`config.mk`:
```
export PLATFORM = sky130hd
export DESIGN_NAME = rpms_seq
export DESIGN_NICKNAME = d
export VERILOG_FILES = /design/src/verilog/rpms_pkg.sv /design/src/verilog/rpms_wake_if.sv /design/src/verilog/rpms_wake_det.sv /design/src/verilog/rpms_seq.sv
export SDC_FILE = /design/constraint.sdc
export NUM_CORES = 1
export LEC_CHECK = 0
export BUFFER_PORTS_ARGS = -buffer_cell sky130_fd_sc_hd__buf_2
export CORE_ASPECT_RATIO = 1.5
export CORE_UTILIZATION = 25
export CTS_CLUSTER_SIZE = 30
export DETAILED_ROUTE_END_ITERATION = 10
export PLACE_DENSITY = 0.47
export SYNTH_ARGS = -nofsm -noshare
export SYNTH_HDL_FRONTEND = slang
export SYNTH_SLANG_ARGS = --single-unit
```
`constraint.sdc`:
```
create_clock -name CLK_SYS -period 5 [get_ports CLK_SYS]
set_clock_uncertainty 0.05 [all_clocks]
set_input_delay 0 -clock CLK_SYS [delete_from_list [all_inputs] [get_ports CLK_SYS]]
set_output_delay 0 -clock CLK_SYS [all_outputs]
set_load 0.02 [all_outputs]
```
`src/verilog/rpms_pkg.sv`:
```
// constants and types for the receiver power-mode sequencer
// assumes a 10 MHz system clock and firmware-side status flags on the same clock
`default_nettype none
package rpms_pkg;
	localparam int CLK_NS = 100;
	localparam int CLK_HZ = 10_000_000;
	// wake pulse window
	localparam int WAKE_MIN_NS = 62_000;
	localparam int WAKE_MIN_CYC = (WAKE_MIN_NS + CLK_NS - 1) / CLK_NS;
	localparam int WAKE_MAX_S = 1;
	localparam int WAKE_MAX_CYC = WAKE_MAX_S * CLK_HZ;
	localparam int WAKE_CW = 24;
	// manual reset qualification
	localparam int RST_HOLD_NS = 1_000;
	localparam int RST_HOLD_CYC = (RST_HOLD_NS + CLK_NS - 1) / CLK_NS;
	localparam logic [3:0] RST_HOLD = 4'(RST_HOLD_CYC);
	// rtc seconds and wake period
	localparam int SEC_CYC = CLK_HZ;
	localparam int SEC_CW = 24;
	localparam int PER_W = 13;
	localparam logic [PER_W-1:0] PER_DEF_S = 13'h0708;
	localparam logic [PER_W-1:0] PER_MIN_S = 13'h000A;
	localparam logic [PER_W-1:0] PER_MAX_S = 13'h1C20;
	// mode select codes
	localparam logic [1:0] MODE_NORMAL = 2'h0;
	localparam logic [1:0] MODE_ADAPT = 2'h1;
	localparam logic [1:0] MODE_PERIODIC = 2'h2;
	// start type codes
	localparam logic [1:0] START_COLD = 2'h0;
	localparam logic [1:0] START_WARM = 2'h1;
	localparam logic [1:0] START_HOT = 2'h2;
	typedef enum logic [2:0] {
		ST_NORMAL, ST_HIB, ST_AD_FULL, ST_AD_CPU, ST_AD_STBY, ST_PW_FULL, ST_PW_HIB
	} rpms_state_t;
endpackage
`default_nettype wire

```
`src/verilog/rpms_wake_if.sv`:
```
// carrier for the qualified wake event between detector and sequencer
// assumes both ends on the system clock
`default_nettype none
interface rpms_wake_if;
	logic valid;
	modport det (output valid);
	modport seq (input valid);
endinterface
`default_nettype wire

```
`src/verilog/rpms_wake_det.sv`:
```
// wake pin synchroniser and pulse-width qualifier
// assumes the wake pin is asynchronous to the system clock
`default_nettype none
module rpms_wake_det #(
	parameter int MAX_CYC = rpms_pkg::WAKE_MAX_CYC
) (
	// clock and reset
	input wire logic clk,
	input wire logic rst,
	// pin and event
	input wire logic wake_pin,
	rpms_wake_if.det wk
);
	localparam int CW = rpms_pkg::WAKE_CW;
	localparam logic [CW-1:0] MAXC = CW'(MAX_CYC);
	localparam logic [CW-1:0] MINC = CW'(rpms_pkg::WAKE_MIN_CYC);

	typedef struct packed {
		logic s1;
		logic s2;
		logic prev;
		logic [rpms_pkg::WAKE_CW-1:0] cnt;
		logic pulse;
	} rpms_det_t;

	rpms_det_t s, next_s;

	// count high time; saturate so a stuck-high pin never wraps into the window
	always_comb begin
		next_s = s;
		next_s.s1 = wake_pin;
		next_s.s2 = s.s1;
		next_s.prev = s.s2;
		next_s.pulse = 1'b0;
		if (s.s2) begin
			if (s.cnt != MAXC)
				next_s.cnt = s.cnt + 1'b1;
		end else begin
			next_s.cnt = '0;
			// falling edge closes the pulse
			if (s.prev && s.cnt > MINC && s.cnt < MAXC)
				next_s.pulse = 1'b1;
		end
	end

	always_ff @(posedge clk or posedge rst) begin
		if (rst)
			s <= '0;
		else
			s <= next_s;
	end

	assign wk.valid = s.pulse;

	AST_WAKE_WIDTH: assert property (@(posedge clk) disable iff (rst)
		s.pulse |-> $past(s.cnt) > MINC && $past(s.cnt) < MAXC && !$past(s.s2))
		else $error("wake pulse accepted outside width window");
	AST_WAKE_EDGE: assert property (@(posedge clk) disable iff (rst)
		$rose(s.pulse) |-> $past(s.prev) && !$past(s.s2))
		else $error("wake pulse without synchronised falling edge");
endmodule
`default_nettype wire

```
`src/verilog/rpms_seq.sv`:
```
// power-mode sequencer: mode state machine, wake period timer, start type
// assumes status flags from firmware on the system clock; pins are asynchronous
`default_nettype none
module rpms_seq #(
	parameter int SEC_CYC = rpms_pkg::SEC_CYC,
	parameter int WAKE_MAX_CYC = rpms_pkg::WAKE_MAX_CYC
) (
	// clock and reset
	input wire logic CLK_SYS,
	input wire logic SYS_RST,
	// host pins
	input wire logic MANUAL_RESET_LOW,
	input wire logic WAKE_IN,
	// mode and period configuration
	input wire logic [1:0] MODE_SEL,
	input wire logic PERIOD_WR,
	input wire logic [12:0] PERIOD_SEC,
	// navigation status
	input wire logic POS_VALID,
	input wire logic VEL_VALID,
	input wire logic TIME_VALID,
	input wire logic EPH_VALID,
	input wire logic MEAS_ACQUIRED,
	input wire logic NAV_COMPUTED,
	input wire logic FIX_RELIABLE,
	// power controls
	output logic RF_DSP_FULL,
	output logic RF_DSP_PART,
	output logic BB_PWR_EN,
	output logic BB_CLK_EN,
	output logic ACQ_EN,
	// status
	output logic [2:0] STATE_CODE,
	output logic [1:0] START_TYPE,
	output logic ALMANAC_SEL,
	output logic [12:0] PERIOD_NOW,
	output logic RTC_CLEAR
);
	localparam int SCW = rpms_pkg::SEC_CW;
	localparam logic [SCW-1:0] SEC_LAST = SCW'(SEC_CYC - 1);

	typedef struct packed {
		rpms_pkg::rpms_state_t state;
		logic rs1;
		logic rs2;
		logic [3:0] rcnt;
		logic [rpms_pkg::SEC_CW-1:0] sec_cnt;
		logic [12:0] per_sec;
		logic [12:0] per_cnt;
		logic rf_full;
		logic rf_part;
		logic bb_pwr;
		logic bb_clk;
		logic acq;
		logic [1:0] start;
		logic alm;
		logic rtc_clr;
	} rpms_seq_t;

	rpms_seq_t s, next_s;
	rpms_wake_if wk ();
	logic tick;
	logic rst_held;
	logic [1:0] cls;

	rpms_wake_det #(.MAX_CYC(WAKE_MAX_CYC)) u_det (
		.clk(CLK_SYS),
		.rst(SYS_RST),
		.wake_pin(WAKE_IN),
		.wk(wk)
	);

	// start classification from stored validity; velocity missing falls back to warm
	always_comb begin
		if (!POS_VALID || !TIME_VALID)
			cls = rpms_pkg::START_COLD;
		else if (!EPH_VALID || !VEL_VALID)
			cls = rpms_pkg::START_WARM;
		else
			cls = rpms_pkg::START_HOT;
	end

	// next state of everything
	always_comb begin
		next_s = s;
		next_s.rtc_clr = 1'b0;
		tick = 1'b0;
		// reset pin must stay low the full hold time to count
		next_s.rs1 = MANUAL_RESET_LOW;
		next_s.rs2 = s.rs1;
		if (s.rs2)
			next_s.rcnt = '0;
		else if (s.rcnt != rpms_pkg::RST_HOLD)
			next_s.rcnt = s.rcnt + 1'b1;
		rst_held = (s.rcnt == rpms_pkg::RST_HOLD);
		// always-on seconds counter
		if (s.sec_cnt == SEC_LAST) begin
			next_s.sec_cnt = '0;
			tick = 1'b1;
		end else begin
			next_s.sec_cnt = s.sec_cnt + 1'b1;
		end
		// period programming, clamped into the legal range
		if (PERIOD_WR) begin
			if (PERIOD_SEC < rpms_pkg::PER_MIN_S)
				next_s.per_sec = rpms_pkg::PER_MIN_S;
			else if (PERIOD_SEC > rpms_pkg::PER_MAX_S)
				next_s.per_sec = rpms_pkg::PER_MAX_S;
			else
				next_s.per_sec = PERIOD_SEC;
		end
		if (s.state == rpms_pkg::ST_PW_HIB && tick && s.per_cnt != '0)
			next_s.per_cnt = s.per_cnt - 1'b1;
		// mode state machine
		unique case (s.state)
			rpms_pkg::ST_NORMAL: begin
				if (wk.valid)
					next_s.state = rpms_pkg::ST_HIB;
			end
			rpms_pkg::ST_HIB: begin
				if (wk.valid) begin
					unique case (MODE_SEL)
						rpms_pkg::MODE_ADAPT: next_s.state = rpms_pkg::ST_AD_FULL;
						rpms_pkg::MODE_PERIODIC: next_s.state = rpms_pkg::ST_PW_FULL;
						default: next_s.state = rpms_pkg::ST_NORMAL;
					endcase
				end
			end
			rpms_pkg::ST_AD_FULL: begin
				if (wk.valid)
					next_s.state = rpms_pkg::ST_HIB;
				else if (FIX_RELIABLE)
					next_s.state = rpms_pkg::ST_AD_STBY;
				else if (MEAS_ACQUIRED && !NAV_COMPUTED && s.start == rpms_pkg::START_HOT)
					next_s.state = rpms_pkg::ST_AD_CPU;
			end
			rpms_pkg::ST_AD_CPU: begin
				if (wk.valid)
					next_s.state = rpms_pkg::ST_HIB;
				else if (NAV_COMPUTED)
					next_s.state = rpms_pkg::ST_AD_STBY;
			end
			rpms_pkg::ST_AD_STBY: begin
				if (wk.valid)
					next_s.state = rpms_pkg::ST_HIB;
				else if (tick)
					next_s.state = rpms_pkg::ST_AD_FULL; // duty cycle restart each second
			end
			rpms_pkg::ST_PW_FULL: begin
				if (FIX_RELIABLE) begin
					next_s.state = rpms_pkg::ST_PW_HIB;
					next_s.per_cnt = s.per_sec - 1'b1;
				end
			end
			rpms_pkg::ST_PW_HIB: begin
				if (wk.valid) begin
					next_s.state = rpms_pkg::ST_PW_FULL;
					next_s.per_sec = rpms_pkg::PER_DEF_S;
				end else if (tick && s.per_cnt == '0) begin
					next_s.state = rpms_pkg::ST_PW_FULL;
				end
			end
		endcase
		// a mode change in any state but ST_HIB, in a cycle without a wake event, jumps to the new mode's entry state
		if (s.state != rpms_pkg::ST_HIB && !wk.valid) begin
			unique case (MODE_SEL)
				rpms_pkg::MODE_ADAPT:
					if (s.state inside {rpms_pkg::ST_NORMAL, rpms_pkg::ST_PW_FULL,
							rpms_pkg::ST_PW_HIB})
						next_s.state = rpms_pkg::ST_AD_FULL;
				rpms_pkg::MODE_PERIODIC:
					if (!(s.state inside {rpms_pkg::ST_PW_FULL, rpms_pkg::ST_PW_HIB}))
						next_s.state = rpms_pkg::ST_PW_FULL;
				default:
					if (s.state != rpms_pkg::ST_NORMAL)
						next_s.state = rpms_pkg::ST_NORMAL;
			endcase
		end
		// qualified manual reset restores defaults and clears the rtc
		if (rst_held) begin
			next_s.state = rpms_pkg::ST_NORMAL;
			next_s.per_sec = rpms_pkg::PER_DEF_S;
			next_s.per_cnt = '0;
			next_s.sec_cnt = '0;
			next_s.rtc_clr = 1'b1;
		end
		// latch start type whenever acquisition begins afresh
		if (next_s.state != s.state && next_s.state inside {rpms_pkg::ST_NORMAL,
				rpms_pkg::ST_PW_FULL} || (next_s.state == rpms_pkg::ST_AD_FULL
				&& s.state != rpms_pkg::ST_AD_STBY && s.state != rpms_pkg::ST_AD_FULL)) begin
			next_s.start = cls;
			next_s.alm = (cls == rpms_pkg::START_COLD);
		end
		// power decode from the state being entered, so outputs stay registered
		next_s.rf_full = 1'b0;
		next_s.rf_part = 1'b0;
		next_s.bb_pwr = 1'b0;
		next_s.bb_clk = 1'b0;
		next_s.acq = 1'b0;
		unique case (next_s.state)
			rpms_pkg::ST_NORMAL, rpms_pkg::ST_AD_FULL, rpms_pkg::ST_PW_FULL: begin
				next_s.rf_full = 1'b1;
				next_s.bb_pwr = 1'b1;
				next_s.bb_clk = 1'b1;
				next_s.acq = 1'b1;
			end
			rpms_pkg::ST_AD_CPU: begin
				next_s.rf_part = 1'b1;
				next_s.bb_pwr = 1'b1;
				next_s.bb_clk = 1'b1;
			end
			rpms_pkg::ST_AD_STBY:
				next_s.bb_pwr = 1'b1;
			rpms_pkg::ST_HIB, rpms_pkg::ST_PW_HIB:
				next_s.bb_pwr = 1'b0;
		endcase
	end

	// single state register; reset values mirror the normal-mode defaults
	always_ff @(posedge CLK_SYS or posedge SYS_RST) begin
		if (SYS_RST) begin
			s <= '0;
			s.state <= rpms_pkg::ST_NORMAL;
			s.rs1 <= 1'b1;
			s.rs2 <= 1'b1;
			s.per_sec <= rpms_pkg::PER_DEF_S;
			s.rf_full <= 1'b1;
			s.bb_pwr <= 1'b1;
			s.bb_clk <= 1'b1;
			s.acq <= 1'b1;
		end else begin
			s <= next_s;
		end
	end

	assign RF_DSP_FULL = s.rf_full;
	assign RF_DSP_PART = s.rf_part;
	assign BB_PWR_EN = s.bb_pwr;
	assign BB_CLK_EN = s.bb_clk;
	assign ACQ_EN = s.acq;
	assign STATE_CODE = s.state;
	assign START_TYPE = s.start;
	assign ALMANAC_SEL = s.alm;
	assign PERIOD_NOW = s.per_sec;
	assign RTC_CLEAR = s.rtc_clr;

	AST_STBY_CLK: assert property (@(posedge CLK_SYS) disable iff (SYS_RST)
		s.state == rpms_pkg::ST_AD_STBY |-> !BB_CLK_EN && !RF_DSP_FULL && !RF_DSP_PART)
		else $error("standby with rf or baseband clock on");
	AST_HIB_OFF: assert property (@(posedge CLK_SYS) disable iff (SYS_RST)
		s.state inside {rpms_pkg::ST_HIB, rpms_pkg::ST_PW_HIB} |-> !BB_PWR_EN && !BB_CLK_EN)
		else $error("hibernate with baseband powered");
	AST_PER_RANGE: assert property (@(posedge CLK_SYS) disable iff (SYS_RST)
		PERIOD_NOW >= rpms_pkg::PER_MIN_S && PERIOD_NOW <= rpms_pkg::PER_MAX_S)
		else $error("wake period out of range");
	AST_PW_WAKE: assert property (@(posedge CLK_SYS) disable iff (SYS_RST)
		s.state == rpms_pkg::ST_PW_HIB && wk.valid && !rst_held |=>
		s.state == rpms_pkg::ST_PW_FULL && PERIOD_NOW == rpms_pkg::PER_DEF_S)
		else $error("wake toggle did not restart periodic cycle");
	AST_AD_HOLD: assert property (@(posedge CLK_SYS) disable iff (SYS_RST)
		s.state == rpms_pkg::ST_AD_FULL && !FIX_RELIABLE && !wk.valid && !rst_held
		&& MODE_SEL == rpms_pkg::MODE_ADAPT |=> s.state != rpms_pkg::ST_AD_STBY)
		else $error("left full power before reliable fix");
	AST_RST_CLEAR: assert property (@(posedge CLK_SYS) disable iff (SYS_RST)
		RTC_CLEAR |-> $past(s.rcnt) == rpms_pkg::RST_HOLD && s.state == rpms_pkg::ST_NORMAL)
		else $error("rtc clear without qualified reset");
	AST_COLD: assert property (@(posedge CLK_SYS) disable iff (SYS_RST)
		$changed(START_TYPE) && START_TYPE == rpms_pkg::START_COLD |-> ALMANAC_SEL
		&& (!$past(POS_VALID) || !$past(TIME_VALID)))
		else $error("cold start misclassified");
	AST_NORMAL_ACQ: assert property (@(posedge CLK_SYS) disable iff (SYS_RST)
		s.state == rpms_pkg::ST_NORMAL |-> ACQ_EN && RF_DSP_FULL && BB_CLK_EN)
		else $error("normal mode not fully powered");
endmodule
`default_nettype wire

```
# == Word level (Yosys, flattened, before mapping) ==
# Index checks and enable logic that the tools add are counted.
# op_classes
add_sub_neg,5
n_lt_le_gt_ge,4
n_eq_ne,24
mux,44
n_reduce_logical,34
# ops
op,count
$mux W13,8
$mux W24,3
$mux W3,17
$mux W50,1
$add A24 B1 Y24 const B,2
$sub A13 B1 Y13 const B,2
$eq A24 B24 Y1 const B,1
$gt A24 B10 Y1 const B,1
$lt A24 B24 Y1 const B,1
$ne A24 B24 Y1 const B,1
$pmux W3 S7,1
$eq A3 B3 Y1 const B,6
$gt A13 B13 Y1 const B,1
$logic_not A13 Y1,1
$lt A13 B4 Y1 const B,1
$reduce_bool A13 Y1,1
$eq A3 B2 Y1 const B,4
$pmux W3 S2,2
$logic_and A1 B1 Y1,11
$mux W4,2
$mux W1,7
$eq A3 B1 Y1 const B,2
$logic_not A1 Y1,6
$logic_not A3 Y1,2
20 further kinds,27
# totals
register_bits,95
input_bits,27
out_inout_bits,25
word_cells,130

# == Logic depth before layout (Yosys ltp) ==
# Gate-level depths: netlist of run 1.
# depth
ltp_word,15
ltp_mapped,11
mapped_depth_nobuf,11

# == Modules after synthesis ==
# From an unflattened synthesis of run 1, not the netlist that was laid out.
# unflattened
hier_cells,606
hier_area_um2,5581.6
# by_module_without_submodules
module,n_inst,cells_each,area_each_um2,seq_area_each_um2
rpms_seq,1,444,4002.6,1687.9
rpms_wake_det,1,162,1579.0,700.7

# == Least setup slack after synthesis of run 1 ==
# Ideal clock, no wire load.
# synth_timing
path_kind,flip-flop to flip-flop
start,register s[15] in the netlist's numbering
end,"register s, in the netlist ALMANAC_SEL"
setup_ns,0.126
arrival_time_ns,2.369
required_time_ns,4.824
slack_ns,2.455
stages_incl_launch_ff,9
n_path_buf,0
period_less_slack_ns,2.545
path_cell_list,dfrtp_1 > nor4_4 > nand4_1 > or4_1 > a211o_1 > o211a_4 > a211oi_4 > o211ai_2 > o31a_2
# synth_rtl
element,line_no,source
from (decl),rpms_seq.sv:60,"rpms_seq_t s, next_s;"
from (signal assigned),rpms_seq.sv:232,s <= next_s;

==> flow_metrics.env, run 1 <==
export IMPL_netlist_instances=616
export IMPL_setup_tns_ns=0
export IMPL_drv_slew=0
export IMPL_crit_path_end_kind="flip-flop"
export IMPL_cts_root_buf="clkbuf_16"
export IMPL_p_leak_nw=2.83
export IMPL_ys_warnings_count=0
export IMPL_final_common_cell="nor2_1"
export IMPL_path_class="flip-flop to flip-flop"
export IMPL_wl_mm=14.0
export IMPL_cp_max_fo=25
export IMPL_fmax_mhz=230
export IMPL_grt_usage_pct=12.4
export IMPL_final_cell_mix="nor2_1, dfrtp_1, buf_2"
export IMPL_first_pass_iters=7
export IMPL_ys_types=75
export IMPL_fin_util_pct=29.7
export IMPL_grt_start_max_net_pins=55
export IMPL_slew_headroom_pct=41.2
export IMPL_final_nets=708
export IMPL_grt_overflow=0
export IMPL_clock_sinks=95
export IMPL_die_area_sq_mm=0.0235
export IMPL_grt_pass1_vias=4747
export IMPL_htreeDepth=3
export IMPL_wl_per_cell_um=14.7
export IMPL_grt_pass1_wl_mm=23.6
export IMPL_final_hold_viol_count=0
export IMPL_place_gp_congestion=0.815
export IMPL_synthToLayoutAreaGrowth_pct=16.1
export IMPL_period_needed_ns=4.35
export IMPL_clk_path_buf_depth=2
export IMPL_critPathLaunchType="flip-flop"
export IMPL_syn_nets=654
export IMPL_vdd_drop_max_v=0.000136
export IMPL_maxCapViolations=0
export IMPL_synth_async_reset_ratio_pct=100
export IMPL_power_density_mw_per_mm2=386
export IMPL_syn_area_sq_mm=0.00572
export IMPL_wl_met1_mm=5.81
export IMPL_vias=4529
export IMPL_arrival_ns=4.59
export IMPL_violations="DRC"
export IMPL_clk_latency_ns=0.35
export IMPL_top_layer_used="met4"
export IMPL_power_mw=2.56
export IMPL_hp_class="input pin to flip-flop"
export IMPL_die_height_um=187
export IMPL_period_share_pct=86.9
export IMPL_rsz0062_at_grt="no"
export IMPL_wl_met2_mm=7.43
export IMPL_critPathRequiredTime_ns=5.24
export IMPL_path_clk_slew_ns=0.07
export IMPL_diodes=0
export IMPL_io_pins=52
export IMPL_dp_hpwl_mm=10.1
export IMPL_synth_flop_cell="dfrtp_1"
export IMPL_fp_coreArea_sq_mm=0.0224
export IMPL_timing_final_setup_violations=0
export IMPL_status="complete, but fails checks"
export IMPL_cts_made_buffers=9
export IMPL_avgSynthCellArea_sq_um=9.29
export IMPL_drt_iter0_drc=285
export IMPL_die_w_um=126
export IMPL_rows=67
export IMPL_port_buffers=51
export IMPL_ys_seq_area_share_pct=41.7
export IMPL_ys_ff_latch=95
export IMPL_drive_above_1_share_pct=14.8
export IMPL_drc=3
export IMPL_antenna_found_initial=0
export IMPL_initial_core_util_pct=25.6
export IMPL_synth_edf_count=0
export IMPL_cts_tree="done"
export IMPL_tightest_slew_ns=0.879
export IMPL_wl_met3_um=304
export IMPL_drtAntennaViolNets=0
export IMPL_detail_route_vias_per_cell=4.76
==> final cells by class <==
cell class | instances | area [sq um]
clock inverters | 6 | 68.8
fillers | 2334 | 15700
clock buffers | 10 | 229
inverters | 20 | 77.6
flip-flops and latches | 95 | 2390
well taps | 276 | 345
repair buffers | 81 | 548
multi-input cells | 463 | 2990
==> state kept, by name, indices dropped and copies added (netlist names) <==
| signal | cells |
|---|---|
| s | 42 |
| u_det.s | 25 |
| PERIOD_NOW | 13 |
| STATE_CODE | 3 |
| START_TYPE | 2 |
| u_det.next_s | 2 |
| ACQ_EN | 1 |
| ALMANAC_SEL | 1 |
| BB_CLK_EN | 1 |
| BB_PWR_EN | 1 |
| RF_DSP_PART | 1 |
| RTC_CLEAR | 1 |
| next_s | 1 |
| u_det.wk.valid | 1 |
==> repair_timing <==
item,4_1_cts,5_1_grt
resized for setup,0,0
setup buffers,0,0
hold buffers,27,0
endpoints found under the hold margin,55,0
==> path summary, 6_finish.rpt <==
path	from	end	slack, ns	depth (start not counted)
max reg2reg	STATE_CODE[0]	START_TYPE[0]	0.65	10
min in group asynchronous	SYS_RST	u_det.s[7]	0.19	3
min reg2reg	u_det.next_s[26]	u_det.next_s[25]	0.31	0
max	STATE_CODE[0]	START_TYPE[0]	0.65	10
max in group asynchronous	SYS_RST	STATE_CODE[2]	3.60	4
min	PERIOD_WR	PERIOD_NOW[10]	0.02	3
==> where the power goes <==
| group | switching [mW] | internal (mW) | leakage (nW) |
|---|---|---|---|
| clock | 0.315 | 0.392 | 0.143 |
| combinational | 0.429 | 0.355 | 1.48 |
| sequential | 0.173 | 0.900 | 1.21 |
==> Yosys cell counts, types with 3 or more instances <==
master / instances / share of area, %
clkbuf_8: 5 / 1.2
nor2b_1: 8 / 0.87
buf_2: 3 / 0.26
clkbuf_1: 9 / 0.59
a211oi_1: 14 / 1.8
o31ai_1: 5 / 0.66
o21ai_0: 16 / 1.4
a22oi_1: 3 / 0.39
nor4_1: 9 / 0.98
nand2_1: 38 / 2.5
a211o_1: 3 / 0.46
buf_4: 20 / 2.6
ha_1: 11 / 2.4
dfrtp_1: 86 / 38
nand2b_1: 5 / 0.55
xnor2_1: 34 / 5.2
nand3_1: 34 / 3.0
and2_1: 25 / 2.7
mux2i_1: 4 / 0.70
xor2_1: 35 / 5.4
or3_1: 3 / 0.33
a21boi_0: 4 / 0.52
a2111oi_0: 3 / 0.46
or4_1: 4 / 0.52
nor2_1: 87 / 5.7
dfstp_2: 9 / 4.1
a21oi_1: 25 / 2.2
nand4_1: 13 / 1.4
and3_1: 14 / 1.5
inv_1: 19 / 1.2
nor3_1: 14 / 1.2
==> per-layer routing <==
metal	up-vias	GRT usage (%)
met5	-	0
met4	0	5.86
met3	26	2.52
met2	53	22.2
met1	2203	14.1
li1	2247	-
==> cells by family after synthesis <==
group,share of synthesized area (%)
multiplexers,0.700
buffers and inverters,6.06
AND/OR/NAND/NOR,26.3
adder cells (fa/ha/maj),2.40
XOR/XNOR,10.6
flip-flops,41.7
AO/OA/AOI/OAI,12.3
==> critical path: stages (launching register included) <==
cell	delay (ns)
dfrtp_1	0.77
nor2b_1	0.37
nand3_1	0.68
o21ai_0	0.35
a211o_1	0.19
o211a_4	0.19
nor4b_4	0.26
o211ai_2	0.12
dlygate4sd3_1	0.59
o2bb2ai_1	0.14
dlygate4sd3_1	0.56
==> stage by stage <==
stage / cells / hold slack, ns / setup WS [ns] / area, sq um
finish: 951 / 0.0220 / 0.653 / 6650
global route: 951 / 0.0315 / 0.303 / 6650
CTS: 951 / 0.00893 / 0.663 / 6650
detailed placement: 908 / 0.0553 / 1.75 / 6080
global placement: 908 / 0.0576 / 1.79 / 6080
floorplan: 616 / -0.0455 / 2.46 / 5720
Note: power is estimated with default switching activity, not from simulation.
==> run 2: changes to the inputs <==
--- a/config.mk
+++ b/config.mk
@@ -10,6 +10,7 @@
 export CORE_UTILIZATION = 25
 export CTS_CLUSTER_SIZE = 30
 export DETAILED_ROUTE_END_ITERATION = 10
+export HOLD_SLACK_MARGIN = 0.08
 export PLACE_DENSITY = 0.47
 export SYNTH_ARGS = -nofsm -noshare
 export SYNTH_HDL_FRONTEND = slang
==> constraint.sdc (replaced) <==
create_clock -name CLK_SYS -period 5 [get_ports CLK_SYS]
set_clock_uncertainty 0.05 [all_clocks]
set_input_delay 0.5 -clock CLK_SYS [delete_from_list [all_inputs] [get_ports CLK_SYS]]
set_output_delay 0.5 -clock CLK_SYS [all_outputs]
set_load 0.02 [all_outputs]
==> flow_metrics.env, run 2 (same netlist as run 1, synthesis figures left out) <==
export IMPL_post_place_ws_ns=1.75
export IMPL_die_height_um=187
export IMPL_slew_headroom_pct=41.2
export IMPL_grt_overflow=0
export IMPL_drc=3
export IMPL_diodes=0
export IMPL_dp_hpwl_mm=10.1
export IMPL_initial_core_util_pct=25.6
export IMPL_period_share_pct=66.6
export IMPL_drive_above_1_share_pct=15.3
export IMPL_cp_max_fo=23
export IMPL_p_leak_nw=2.73
export IMPL_power_density_mw_per_mm2=395
export IMPL_synthToLayoutAreaGrowth_pct=11.3
export IMPL_critPathLaunchType="flip-flop"
export IMPL_violations="DRC"
export IMPL_top_register="s"
export IMPL_arrival_ns=3.51
export IMPL_rsz0062_at_grt="no"
export IMPL_postCtsHoldBufs=0
export IMPL_fp_coreArea_sq_mm=0.0224
export IMPL_vias=4399
export IMPL_final_common_cell="nor2_1"
export IMPL_detail_route_vias_per_cell=4.76
export IMPL_drt_iter0_drc=230
export IMPL_port_buffers=51
export IMPL_crit_path_end_kind="flip-flop"
export IMPL_grt_usage_pct=12.2
export IMPL_drv_slew=0
export IMPL_wl_mm=13.8
export IMPL_hp_class="input pin to asynchronous set/reset pin"
export IMPL_largest_register_ffs=42
export IMPL_cts_tree="done"
export IMPL_grt_pass1_vias=4503
export IMPL_clk_path_buf_depth=2
export IMPL_path_class="flip-flop to flip-flop"
export IMPL_path_clk_slew_ns=0.07
export IMPL_first_pass_iters=7
export IMPL_clock_sinks=95
export IMPL_status="complete, but fails checks"
export IMPL_post_cts_buffers=0
export IMPL_cts_root_buf="clkbuf_16"
export IMPL_htreeDepth=3
export IMPL_dp_cells=908
export IMPL_cts_resized=0
export IMPL_die_area_sq_mm=0.0235
export IMPL_critPathRequiredTime_ns=5.18
export IMPL_final_hold_viol_count=0
export IMPL_fmax_mhz=300
export IMPL_tightest_slew_ns=0.880
export IMPL_cts_made_buffers=9
export IMPL_timing_final_setup_violations=0
export IMPL_final_cell_mix="nor2_1, dfrtp_1, buf_2"
export IMPL_die_w_um=126
export IMPL_final_nets=681
export IMPL_setup_slack_ns=1.67
export IMPL_fin_util_pct=28.4
export IMPL_reg_top3="s x42, u_det.s x25, PERIOD_NOW x13"
export IMPL_drtAntennaViolNets=0
export IMPL_period_needed_ns=3.33
export IMPL_place_gp_congestion=0.812
export IMPL_io_pins=52
export IMPL_wl_per_cell_um=14.9
export IMPL_setup_tns_ns=0
export IMPL_rows=67
export IMPL_grt_start_max_net_pins=51
export IMPL_vdd_drop_max_v=0.000160
export IMPL_maxCapViolations=0
export IMPL_grt_pass1_wl_mm=23.0
export IMPL_antenna_found_initial=0
export IMPL_clk_latency_ns=0.34
export IMPL_final_cell_count_no_fill=924
run 2: cell count changes in the layout (fill, tap and decap cells not counted):
cell	change
clkinvlp_4	-1
clkinv_2	+1
clkbuf_1	+1
clkinv_4	-1
dlygate4sd3_1	-27
run 2: per-layer routing:
layer	GRT usage, %	part of all wire, %	vias to the layer above	wire length [um]
li1	-	-	2191	-
met1	13.7	41	2128	5640
met2	22.7	54	62	7520
met3	2.03	2.7	18	366
met4	4.78	2.0	0	269
met5	0	0	-	0
run 2: stage by stage:
stage,power [mW],area (sq um),hold WS (ns)
final,2.52,6370,0.204
after global routing,2.68,6370,0.185
after CTS,2.56,6370,0.187
after detailed placement,1.84,6080,0.296
after global placement,1.84,6080,0.286
after floorplan,1.70,5720,0.281
run 2: final timing paths:
| kind | start | slack [ns] | endpoint | cells after the start |
|---|---|---|---|---|
| max | s[59] | 1.67 | ALMANAC_SEL | 10 |
| min | SYS_RST | 0.20 | u_det.s[7] | 2 |
| max reg2reg | s[59] | 1.67 | ALMANAC_SEL | 10 |
| min reg2reg | u_det.next_s[26] | 0.31 | u_det.next_s[25] | 0 |
| max in group asynchronous | SYS_RST | 3.65 | BB_PWR_EN | 3 |
| min in group CLK_SYS | WAKE_IN | 0.21 | u_det.next_s[26] | 1 |
run 2: final cells by class:
class                      instances  area [sq um]
fill                            2337         16000
multi-input combinational        463          2990
sequential                        95          2390
tap                              276           345
timing repair buffer              54           278
clock buffer                      11           233
inverter                          20          77.6
clock inverter                     5          57.6
run 2: critical path, cell delays in order (launching register included):
cell and delay [ns]:
dfrtp_1 0.40, inv_1 0.10, ha_1 0.15, nand3b_1 0.35, inv_1 0.73, nor2_1 0.10, a22o_1 0.25, a2111oi_0 0.39
o311a_1 0.29, a211oi_4 0.07, o31a_2 0.33
run 2: where the power goes:
| group | leakage (nW) | internal, mW | switching, mW |
|---|---|---|---|
| Clock | 0.144 | 0.391 | 0.303 |
| Sequential | 1.21 | 0.901 | 0.173 |
| Combinational | 1.38 | 0.327 | 0.423 |
| Total | 2.73 | 1.62 | 0.899 |
